## src/logic/ecc_pkg.sv

```systemverilog
package ecc_pkg;

    // Clocking: the bus runs in whole periods of the reference clock output.
    localparam int CLK_PERIOD_NS = 50;
    localparam int REF_PERIOD_NS = 400;
    localparam int TCP_CYCLES    = REF_PERIOD_NS / CLK_PERIOD_NS;
    localparam int TCP_HALF      = TCP_CYCLES / 2;
    localparam int DIV_W         = 4;

    localparam int ADDR_W  = 24;
    localparam int DATA_W  = 16;
    localparam int REG_AW  = 8;
    localparam int REG_DW  = 32;
    localparam int NUM_CS  = 2;
    localparam int CNT_W   = 6;

    localparam logic [REG_AW-1:0] REG_TIMING0 = 8'h00;
    localparam logic [REG_AW-1:0] REG_TIMING1 = 8'h04;
    localparam logic [REG_AW-1:0] REG_STATUS  = 8'h08;

    localparam logic [CNT_W-1:0] AB_SHORT = 6'h01;
    localparam logic [CNT_W-1:0] AB_LONG  = 6'h02;
    localparam logic [CNT_W-1:0] ONE_TCP  = 6'h01;

    // Per chip select timing configuration, one 16-bit word.
    typedef struct packed {
        logic       ready_pol;
        logic       ready_async;
        logic       ready_en;
        logic [1:0] hold_len;
        logic [4:0] access_len;
        logic       data_setup;
        logic [1:0] cmd_delay;
        logic [1:0] window_extra;
        logic       ab_long;
    } ecc_timing_type;

    localparam logic [15:0] TIMING_RST = 16'h0000;

    typedef enum logic [8:0] {
        ST_IDLE    = 9'h001,
        ST_AB      = 9'h002,
        ST_C       = 9'h004,
        ST_D       = 9'h008,
        ST_E       = 9'h010,
        ST_F       = 9'h020,
        ST_RELEASE = 9'h040,
        ST_HELD    = 9'h080,
        ST_REGAIN  = 9'h100
    } ecc_state_type;

    typedef struct packed {
        logic              write;
        logic              upper;
        logic [0:0]        cs;
        logic [ADDR_W-1:0] addr;
        logic [DATA_W-1:0] wdata;
    } ecc_req_type;

    typedef struct packed {
        logic [ADDR_W-1:0] addr;
        logic              addr_oe;
        logic              ale;
        logic              rd_n;
        logic              wr_n;
        logic              bhe_n;
        logic [DATA_W-1:0] dout;
        logic              dout_oe;
        logic              ctrl_oe;
        logic              bus_release_acknowledge_n;
        logic              bus_regain_request_n;
    } ecc_pins_type;

endpackage

```

## src/logic/ecc_bus_ctrl.sv

```systemverilog
// Overview of operation
// Cycle runs setup, delay, data setup, access, hold.
// Phase lengths come from per-select timing word.
// Setup 1-2 periods, plus 0-3 on window change.
// Command delay 0-3, data setup 0-1 periods.
// Access 1-32 periods, ready may stretch it.
// Hold phase lasts 0-3 periods.
// Read data latched at read strobe rise.
// Partner may drop data after strobe rise.
// Ready polarity chosen by configuration.
// Synchronous ready driven with reference clock.
// Asynchronous ready gets extra synchroniser stage.
// Asynchronous ready pulse lasts over one period.
// Inactive ready adds waitstate, active ends cycle.
// Partner may drop ready at strobe rise.
// Partner clears ready before next sample point.
// Finish running cycle before granting the bus.
// Release drives strobes inactive, then floats them.
// Only hold going high starts the regain.
// Master may return bus without our request.
// Regain drives strobes inactive before next cycle.
// All phases counted in reference clock periods.
`timescale 1ns/1ns
module ecc_bus_ctrl
    import ecc_pkg::*;
(
    input  wire logic              i_clk,
    input  wire logic              i_sys_rst,
    input  wire logic [REG_AW-1:0] i_reg_addr,
    input  wire logic [REG_DW-1:0] i_reg_wdata,
    input  wire logic              i_reg_wr,
    input  wire logic              i_reg_rd,
    output logic      [REG_DW-1:0] o_reg_rdata,
    input  wire logic              i_req,
    input  wire logic              i_req_write,
    input  wire logic              i_req_upper,
    input  wire logic              i_req_cs,
    input  wire logic [ADDR_W-1:0] i_req_addr,
    input  wire logic [DATA_W-1:0] i_req_wdata,
    output logic                   o_busy,
    output logic                   o_done,
    output logic      [DATA_W-1:0] o_rdata,
    output logic                   o_ref_clk,
    output logic      [ADDR_W-1:0] o_addr,
    output logic                   o_addr_oe,
    output logic                   o_ale,
    output logic                   o_rd_n,
    output logic                   o_wr_n,
    output logic                   o_bhe_n,
    output logic      [DATA_W-1:0] o_data_out,
    output logic                   o_data_oe,
    input  wire logic [DATA_W-1:0] i_data_in,
    output logic                   o_ctrl_oe,
    input  wire logic              i_ready,
    input  wire logic              i_hold_n,
    output logic                   o_bus_release_acknowledge_n,
    output logic                   o_bus_regain_request_n
);

    localparam int SYNC_W = DATA_W + 2;

    typedef struct packed {
        ecc_state_type                   state;
        logic [CNT_W-1:0]                cnt;
        ecc_timing_type                  cfg_cur;
        ecc_timing_type [NUM_CS-1:0]     cfg_regs;
        ecc_req_type                     req;
        logic                            pending;
        logic                            busy;
        logic [0:0]                      last_cs;
        logic                            last_valid;
        logic                            ready_q;
        logic [1:0]                      rd_pipe;
        logic [DATA_W-1:0]               rdata;
        logic                            done;
        logic [REG_DW-1:0]               reg_rdata;
        ecc_pins_type                    pins;
    } ecc_st_type;

    ecc_st_type      st_ff;
    ecc_st_type      nxt_st;
    logic            tick;
    logic [SYNC_W-1:0] sync_out;
    logic [DATA_W-1:0] din_s;
    logic            ready_s;
    logic            hold_req;
    logic            ready_act;
    logic [CNT_W-1:0] ab_len;

    ecc_tick u_tick (
        .i_clk     (i_clk),
        .i_sys_rst (i_sys_rst),
        .o_ref_clk (o_ref_clk),
        .o_tick    (tick)
    );

    ecc_sync #(.W(SYNC_W)) u_sync (
        .i_clk     (i_clk),
        .i_sys_rst (i_sys_rst),
        .i_async   ({i_hold_n, i_ready, i_data_in}),
        .o_sync    (sync_out)
    );

    assign din_s    = sync_out[DATA_W-1:0];
    assign ready_s  = sync_out[DATA_W];
    assign hold_req = !sync_out[DATA_W+1];

    function automatic logic [CNT_W-1:0] phase_len(input ecc_state_type s, input ecc_timing_type t);
        logic [CNT_W-1:0] len;
        len = '0;
        unique case (s)
            ST_C:    len = CNT_W'(t.cmd_delay);
            ST_D:    len = CNT_W'(t.data_setup);
            ST_E:    len = CNT_W'(t.access_len) + ONE_TCP;
            ST_F:    len = CNT_W'(t.hold_len);
            default: len = ONE_TCP;
        endcase
        return len;
    endfunction

    // Phases of zero length are skipped, so a cycle never spends a period in them.
    function automatic ecc_state_type next_phase(input ecc_state_type s, input ecc_timing_type t);
        ecc_state_type ns;
        ns = ST_IDLE;
        unique case (s)
            ST_AB:   ns = (t.cmd_delay != 2'h0) ? ST_C : (t.data_setup ? ST_D : ST_E);
            ST_C:    ns = t.data_setup ? ST_D : ST_E;
            ST_D:    ns = ST_E;
            ST_E:    ns = (t.hold_len != 2'h0) ? ST_F : ST_IDLE;
            default: ns = ST_IDLE;
        endcase
        return ns;
    endfunction

    // In asynchronous mode the sample comes from one more stage clocked per period,
    // which delays the ready sample by one period but tolerates any input timing.
    assign ready_act = ((st_ff.cfg_cur.ready_async ? st_ff.ready_q : ready_s)
                        == st_ff.cfg_cur.ready_pol);

    always_comb
    begin
        ecc_timing_type t;
        t = st_ff.cfg_regs[st_ff.req.cs];
        ab_len = t.ab_long ? AB_LONG : AB_SHORT;
        if (st_ff.last_valid && (st_ff.last_cs != st_ff.req.cs))
            ab_len = ab_len + CNT_W'(t.window_extra);
    end

    always_comb
    begin
        ecc_state_type ns;
        ns                = st_ff.state;
        nxt_st            = st_ff;
        nxt_st.done       = 1'b0;
        nxt_st.reg_rdata  = '0;
        nxt_st.rd_pipe    = {st_ff.rd_pipe[0], 1'b0};

        // Capture two clocks after the strobe rise: the pin synchroniser delays
        // the data by two clocks, so this is the level present at that edge.
        if (st_ff.rd_pipe[1])
        begin
            nxt_st.rdata = din_s;
            nxt_st.done  = 1'b1;
            nxt_st.busy  = 1'b0;
        end

        if (i_reg_wr)
        begin
            if (i_reg_addr == REG_TIMING0)
                nxt_st.cfg_regs[0] = i_reg_wdata[15:0];
            else if (i_reg_addr == REG_TIMING1)
                nxt_st.cfg_regs[1] = i_reg_wdata[15:0];
        end
        if (i_reg_rd)
        begin
            if (i_reg_addr == REG_TIMING0)
                nxt_st.reg_rdata = REG_DW'(st_ff.cfg_regs[0]);
            else if (i_reg_addr == REG_TIMING1)
                nxt_st.reg_rdata = REG_DW'(st_ff.cfg_regs[1]);
            else if (i_reg_addr == REG_STATUS)
                nxt_st.reg_rdata = REG_DW'({st_ff.state, st_ff.pending, st_ff.busy, !st_ff.pins.bus_release_acknowledge_n});
        end

        if (i_req && !st_ff.busy)
        begin
            nxt_st.req     = '{write: i_req_write, upper: i_req_upper, cs: i_req_cs,
                               addr: i_req_addr, wdata: i_req_wdata};
            nxt_st.pending = 1'b1;
            nxt_st.busy    = 1'b1;
        end

        if (tick)
        begin
            nxt_st.ready_q = ready_s;
            unique case (st_ff.state)
                ST_IDLE:
                begin
                    if (hold_req)
                        ns = ST_RELEASE;
                    else if (st_ff.pending)
                    begin
                        ns                = ST_AB;
                        nxt_st.cfg_cur    = st_ff.cfg_regs[st_ff.req.cs];
                        nxt_st.cnt        = ab_len;
                        nxt_st.pending    = 1'b0;
                        nxt_st.last_cs    = st_ff.req.cs;
                        nxt_st.last_valid = 1'b1;
                    end
                end
                ST_AB, ST_C, ST_D, ST_E, ST_F:
                begin
                    if (st_ff.cnt > ONE_TCP)
                        nxt_st.cnt = st_ff.cnt - ONE_TCP;
                    else if ((st_ff.state == ST_E) && st_ff.cfg_cur.ready_en && !ready_act)
                        nxt_st.cnt = ONE_TCP;
                    else
                    begin
                        ns         = next_phase(st_ff.state, st_ff.cfg_cur);
                        nxt_st.cnt = phase_len(ns, st_ff.cfg_cur);
                        if ((st_ff.state == ST_E) && !st_ff.req.write)
                            nxt_st.rd_pipe[0] = 1'b1;
                        if ((ns == ST_IDLE) && st_ff.req.write)
                        begin
                            nxt_st.done = 1'b1;
                            nxt_st.busy = 1'b0;
                        end
                    end
                end
                ST_RELEASE:
                    ns = ST_HELD;
                ST_HELD:
                begin
                    if (!hold_req)
                        ns = ST_REGAIN;
                end
                ST_REGAIN:
                    ns = ST_IDLE;
                default:
                    ns = ST_IDLE;
            endcase
        end
        nxt_st.state = ns;

        // Pin levels follow the next phase, so every pin is a flip-flop output.
        nxt_st.pins.ale     = (ns == ST_AB);
        nxt_st.pins.rd_n    = !((ns == ST_E) && !st_ff.req.write);
        nxt_st.pins.wr_n    = !((ns == ST_E) && st_ff.req.write);
        nxt_st.pins.dout_oe = st_ff.req.write && ((ns == ST_D) || (ns == ST_E) || (ns == ST_F));
        nxt_st.pins.ctrl_oe = (ns != ST_HELD);
        nxt_st.pins.addr_oe = (ns != ST_HELD);
        nxt_st.pins.bus_release_acknowledge_n  = (ns != ST_HELD);
        nxt_st.pins.bus_regain_request_n  = !((ns == ST_HELD) && nxt_st.pending);
        if (ns == ST_AB && st_ff.state == ST_IDLE)
        begin
            nxt_st.pins.addr  = st_ff.req.addr;
            nxt_st.pins.dout  = st_ff.req.wdata;
            nxt_st.pins.bhe_n = !st_ff.req.upper;
        end
        else if (ns == ST_IDLE || ns == ST_RELEASE)
            nxt_st.pins.bhe_n = 1'b1;
    end

    always_ff @(posedge i_clk)
    begin
        if (i_sys_rst)
        begin
            st_ff              <= '0;
            st_ff.state        <= ST_IDLE;
            st_ff.cfg_cur      <= TIMING_RST;
            st_ff.cfg_regs     <= {NUM_CS{TIMING_RST}};
            st_ff.pins.rd_n    <= 1'b1;
            st_ff.pins.wr_n    <= 1'b1;
            st_ff.pins.bhe_n   <= 1'b1;
            st_ff.pins.ctrl_oe <= 1'b1;
            st_ff.pins.addr_oe <= 1'b1;
            st_ff.pins.bus_release_acknowledge_n  <= 1'b1;
            st_ff.pins.bus_regain_request_n  <= 1'b1;
        end
        else
            st_ff <= nxt_st;
    end

    assign o_reg_rdata = st_ff.reg_rdata;
    assign o_busy      = st_ff.busy;
    assign o_done      = st_ff.done;
    assign o_rdata     = st_ff.rdata;
    assign o_addr      = st_ff.pins.addr;
    assign o_addr_oe   = st_ff.pins.addr_oe;
    assign o_ale       = st_ff.pins.ale;
    assign o_rd_n      = st_ff.pins.rd_n;
    assign o_wr_n      = st_ff.pins.wr_n;
    assign o_bhe_n     = st_ff.pins.bhe_n;
    assign o_data_out  = st_ff.pins.dout;
    assign o_data_oe   = st_ff.pins.dout_oe;
    assign o_ctrl_oe   = st_ff.pins.ctrl_oe;
    assign o_bus_release_acknowledge_n    = st_ff.pins.bus_release_acknowledge_n;
    assign o_bus_regain_request_n    = st_ff.pins.bus_regain_request_n;

    // Helper for the checks below: periods spent in the current state.
    logic [7:0] ph_ticks;
    always_ff @(posedge i_clk)
    begin
        if (i_sys_rst || (st_ff.state != nxt_st.state))
            ph_ticks <= '0;
        else if (tick && (ph_ticks != 8'hff))
            ph_ticks <= ph_ticks + 1'b1;
    end
endmodule

```

## src/logic/ecc_sync.sv

```systemverilog
`timescale 1ns/1ns
module ecc_sync
    import ecc_pkg::*;
#(
    parameter int W = 1
)
(
    input  wire logic         i_clk,
    input  wire logic         i_sys_rst,
    input  wire logic [W-1:0] i_async,
    output logic      [W-1:0] o_sync
);

    typedef struct packed {
        logic [W-1:0] s1;
        logic [W-1:0] s2;
    } ecc_sync_st_type;

    ecc_sync_st_type st_ff;
    ecc_sync_st_type nxt_st;

    // The first stage feeds the second stage only.
    always_comb
    begin
        nxt_st.s1 = i_async;
        nxt_st.s2 = st_ff.s1;
    end

    always_ff @(posedge i_clk)
    begin
        if (i_sys_rst)
            st_ff <= '0;
        else
            st_ff <= nxt_st;
    end

    assign o_sync = st_ff.s2;

endmodule

```

## src/logic/ecc_tick.sv

```systemverilog
`timescale 1ns/1ns
module ecc_tick
    import ecc_pkg::*;
(
    input  wire logic i_clk,
    input  wire logic i_sys_rst,
    output logic      o_ref_clk,
    output logic      o_tick
);

    localparam logic [DIV_W-1:0] DIV_LAST = DIV_W'(TCP_CYCLES - 1);
    localparam logic [DIV_W-1:0] DIV_HALF = DIV_W'(TCP_HALF);

    typedef struct packed {
        logic [DIV_W-1:0] cnt;
        logic             ref_clk;
        logic             tick;
    } ecc_tick_st_type;

    ecc_tick_st_type st_ff;
    ecc_tick_st_type nxt_st;

    // The tick marks the rising edge of the reference clock, so every phase
    // boundary lines up with an edge that the outside world can see.
    always_comb
    begin
        nxt_st      = st_ff;
        nxt_st.tick = (st_ff.cnt == DIV_LAST);
        if (st_ff.cnt == DIV_LAST)
            nxt_st.cnt = '0;
        else
            nxt_st.cnt = st_ff.cnt + 1'b1;
        nxt_st.ref_clk = (nxt_st.cnt < DIV_HALF);
    end

    always_ff @(posedge i_clk)
    begin
        if (i_sys_rst)
            st_ff <= '0;
        else
            st_ff <= nxt_st;
    end

    assign o_ref_clk = st_ff.ref_clk;
    assign o_tick    = st_ff.tick;

endmodule

```

## config.mk

```make
export PLATFORM = sky130hd
export DESIGN_NAME = ecc_bus_ctrl
export DESIGN_NICKNAME = d
export VERILOG_FILES = /design/src/logic/ecc_pkg.sv /design/src/logic/ecc_bus_ctrl.sv /design/src/logic/ecc_sync.sv /design/src/logic/ecc_tick.sv
export SDC_FILE = /design/constraint.sdc
export NUM_CORES = 1
export LEC_CHECK = 0
export ABC_CLOCK_PERIOD_IN_PS = 2720
export BUFFER_PORTS_ARGS = -buffer_cell sky130_fd_sc_hd__buf_2
export CORE_MARGIN = 2
export CORE_UTILIZATION = 35
export DETAILED_ROUTE_END_ITERATION = 8
export GPL_ROUTABILITY_DRIVEN = 0
export GPL_TIMING_DRIVEN = 0
export PLACE_DENSITY = 0.69
export SLEW_MARGIN = 5
export SYNTH_ARGS = -nofsm -noshare
export SYNTH_HDL_FRONTEND = slang
export SYNTH_HIERARCHICAL = 1
export SYNTH_SLANG_ARGS = --single-unit
```

## constraint.sdc

```tcl
create_clock -name i_clk -period 2.72 [get_ports i_clk]
set_input_delay 0.544 -clock i_clk [delete_from_list [all_inputs] [get_ports i_clk]]
set_output_delay 0.544 -clock i_clk [all_outputs]
set_load 0.02 [all_outputs]
```

==> impl_results.md <==
* Distinct cell type count after synthesis at 73
* Worst Setup End Kind: register
* CTS buffer count at 24
* Slowest cell on the critical path: or3_1
* Minimum clock period at 2.682 ns
* CTS Root Buffer Type: clkbuf_16
* Initial core utilization at 0.3569
* IO Count at 206
* Synth Cell Area at 9644 µm²
* Main area contributors after synthesis: dfxtp_1 (48%), nand2_1 (8.3%), buf_4 (7.1%)
* GRT overflow at 0
* DR iter-0 viols at 536
* Kind of critical path: register to register
* HP Class: primary input to register
* Initial antenna violation count at 3
* Wirelength, routed at 25.42 mm
* Clock skew at 0.01454 ns
* EDFF count, synth at 0
* Design Area, Final at 11,970 µm²
* Dpl hpwl at 18.58 mm
* Area leader, netlist: dfxtp_1
* CTS tree: built
* Leak at 4.866 nW
* Max Cap Viol at 0
* Worst EP required at 3.10 ns
* Global-route wire length before repair at 38.96 mm
* Worst Setup Start Kind: register
* Via count at 8,265
* Seq. cell area at 4658 µm²
* Area Overhead vs Synth at 24.13%
* Vias/cell at 4.879
* Vias in the first global route at 7,629
* Most frequent cells in the layout: dfxtp_1 (227), nand2_1 (214), buf_2 (175), a21oi_1 (126), buf_4 (104)
* Top Family by Delay on Critical Path: simple AND/OR/NAND/NOR gates
* Final Hold Vio Count at 0
* Die X-Extent at 170.0 µm
* Die Ht at 170.0 µm
* Largest net degree at the start of global routing at 19
* Setup repair after global routing missed its margin: true
* Fmax achieved at 0.3728 GHz
* VDD IR max at 0.5127 mV
* Relative slew slack at 0.5155
* Area occupied by multi-input gates at 4141 µm²
* IO Port Bufs at 171
* CP Cell Sequence: or3_1, buf_6, or3_1, buf_6, o21ai_4, buf_6, nand2_4, or2_4, nor4_4, nor3_1
* Dpl ws at -0.4209 ns
* Clock transition at path regs at 0.06 ns
* Layout cells sized above 1 at 0.2744
* Drt first pass iters at 7
* Mapped Avg Cell Area at 8.657 µm²
* Setup violators final at 0
* Ys flop type: dfxtp_1
* GRT Total Usage at 0.1683
* Status: finished clean
* Clk sinks at 232
* Post-Synthesis Cells at 1,114
* Seq/Total Area, Yosys at 0.4816
* Residual DRC at 0
* FF+latch count, synth at 232
* CP dominant cell by count: buf_6
* Worst skew pair latency at 0.52 ns
* WP data arrival at 3.06 ns
* Core Area at 27,030 µm²
* Dpl cell area at 10,980 µm²
* Share of flip-flops with an asynchronous set or reset at 0
* Maximum clock insertion buffer count at 3
* Synth top area share at 0.4816
* Worst path max stage delay at 0.38 ns
* Slew @ Worst Pin at 0.7268 ns
* Wirelength per Cell at 15.01 µm
* Final period utilization at 0.9861
* Total power at 6.978 mW
* # H-tree levels at 1
* Fillers at 2,703
* Max Slew Vio Count at 0
* Pwr Density at 582.9 nW/µm²
* Cells after DPL at 1,641
* Layout Cells excl Fill at 1,694
* Number of core rows at 60
* NumNets Final at 1,449
* Most common cell after layout, fill and taps aside: dfxtp_1
* PnR worst setup slack at 0.03777 ns
* Buf/Inv on CP at 3
* Crit Path Max Fanout at 9
* Routed Antenna Nets at 0
* YS warnings at 6
* Die footprint at 28,900 µm²
synthesized netlist by cell type, types with 11 or more instances:
| cell | instances |
|---|---|
| nor2_1 | 75 |
| nand3_1 | 42 |
| a211oi_1 | 17 |
| nor3_1 | 11 |
| nand2_1 | 214 |
| a222oi_1 | 13 |
| mux2i_1 | 39 |
| clkbuf_1 | 60 |
| nor2b_1 | 39 |
| o21ai_0 | 11 |
| buf_4 | 91 |
| a21oi_1 | 126 |
| dfxtp_1 | 232 |
state kept, by name (all words and copies together), names as in the netlist, 4 cells and up:
signal / flops
u_sync/nxt_st: 18
o_addr: 24
u_sync/o_sync: 18
o_rdata: 16
o_reg_rdata: 16
st_ff: 108
u_tick/st_ff: 4
o_data_out: 16
area by class of cell:
| type | count | share of cell area |
|---|---|---|
| Antenna cell | 1 | 0.0002090 |
| Buffer | 160 | 0.08330 |
| Clock buffer | 31 | 0.05487 |
| Clock inverter | 10 | 0.007525 |
| Inverter | 10 | 0.003135 |
| Multi-Input combinational cell | 724 | 0.3459 |
| Sequential cell | 232 | 0.3891 |
| Tap cell | 341 | 0.03564 |
| Timing Repair Buffer | 185 | 0.08027 |
layer usage:
layer / part of all wire / vias to the layer above / track usage
li1: - / 4120 / -
met4: 0.025 / 4 / 0.05054
met2: 0.50 / 258 / 0.2960
met5: 0.0011 / - / 0
met1: 0.41 / 3832 / 0.2070
met3: 0.063 / 51 / 0.03512
cells by family after synthesis:
| kind of cell | after synthesis | share of synthesized area |
|---|---|---|
| flops | 232 | 0.4816 |
| other cells | 1 | 0.0003888 |
| xor+xnor | 10 | 0.009081 |
| compound gates | 209 | 0.1352 |
| fa+ha+maj | 6 | 0.008563 |
| mux | 42 | 0.04398 |
| buf+inv | 173 | 0.1064 |
| simple gates | 441 | 0.2148 |
per-stage QoR:
stage / setup TNS, ns / utilization / hold WS (ns)
2_1_floorplan: 0 / - / 0.4138
3_3_place_gp: -3.926 / 0.4064 / 0.4161
3_5_place_dp: -4.955 / 0.4064 / 0.4239
4_1_cts: -0.02325 / 0.4369 / 0.2179
5_1_grt: -0.4378 / 0.4429 / 0.2289
6_report: 0 / 0.4430 / 0.2323
power breakdown:
group / total (mW) / internal [mW] / switching [mW]
Sequential: 3.51 / 3.47 / 0.0395
Clock: 3.12 / 1.80 / 1.32
Combinational: 0.356 / 0.141 / 0.215
Total: 6.98 / 5.41 / 1.57
final timing paths:
check	end	start	slack, ns	cells after the start
hold reg to reg	u_sync/o_sync[13]$_SDFF_PP0_	u_sync/nxt_st[13]$_SDFF_PP0_	0.44	1
setup reg to reg	o_busy$_SDFF_PP0_	st_ff[208]$_SDFF_PP0_	0.04	10
setup / recovery	o_busy$_SDFF_PP0_	st_ff[208]$_SDFF_PP0_	0.04	10
hold / removal	u_sync/nxt_st[3]$_SDFF_PP0_	i_data_in[3]	0.23	2
what timing repair did:
action                                  4_1_cts  5_1_grt
buffers inserted                              1       13
gates resized for setup                      18       35
hold buffers                                  0        0
pin swaps                                     4        5
endpoints found under the setup margin       61       54
No activity file was read; power rests on OpenSTA's default activity.
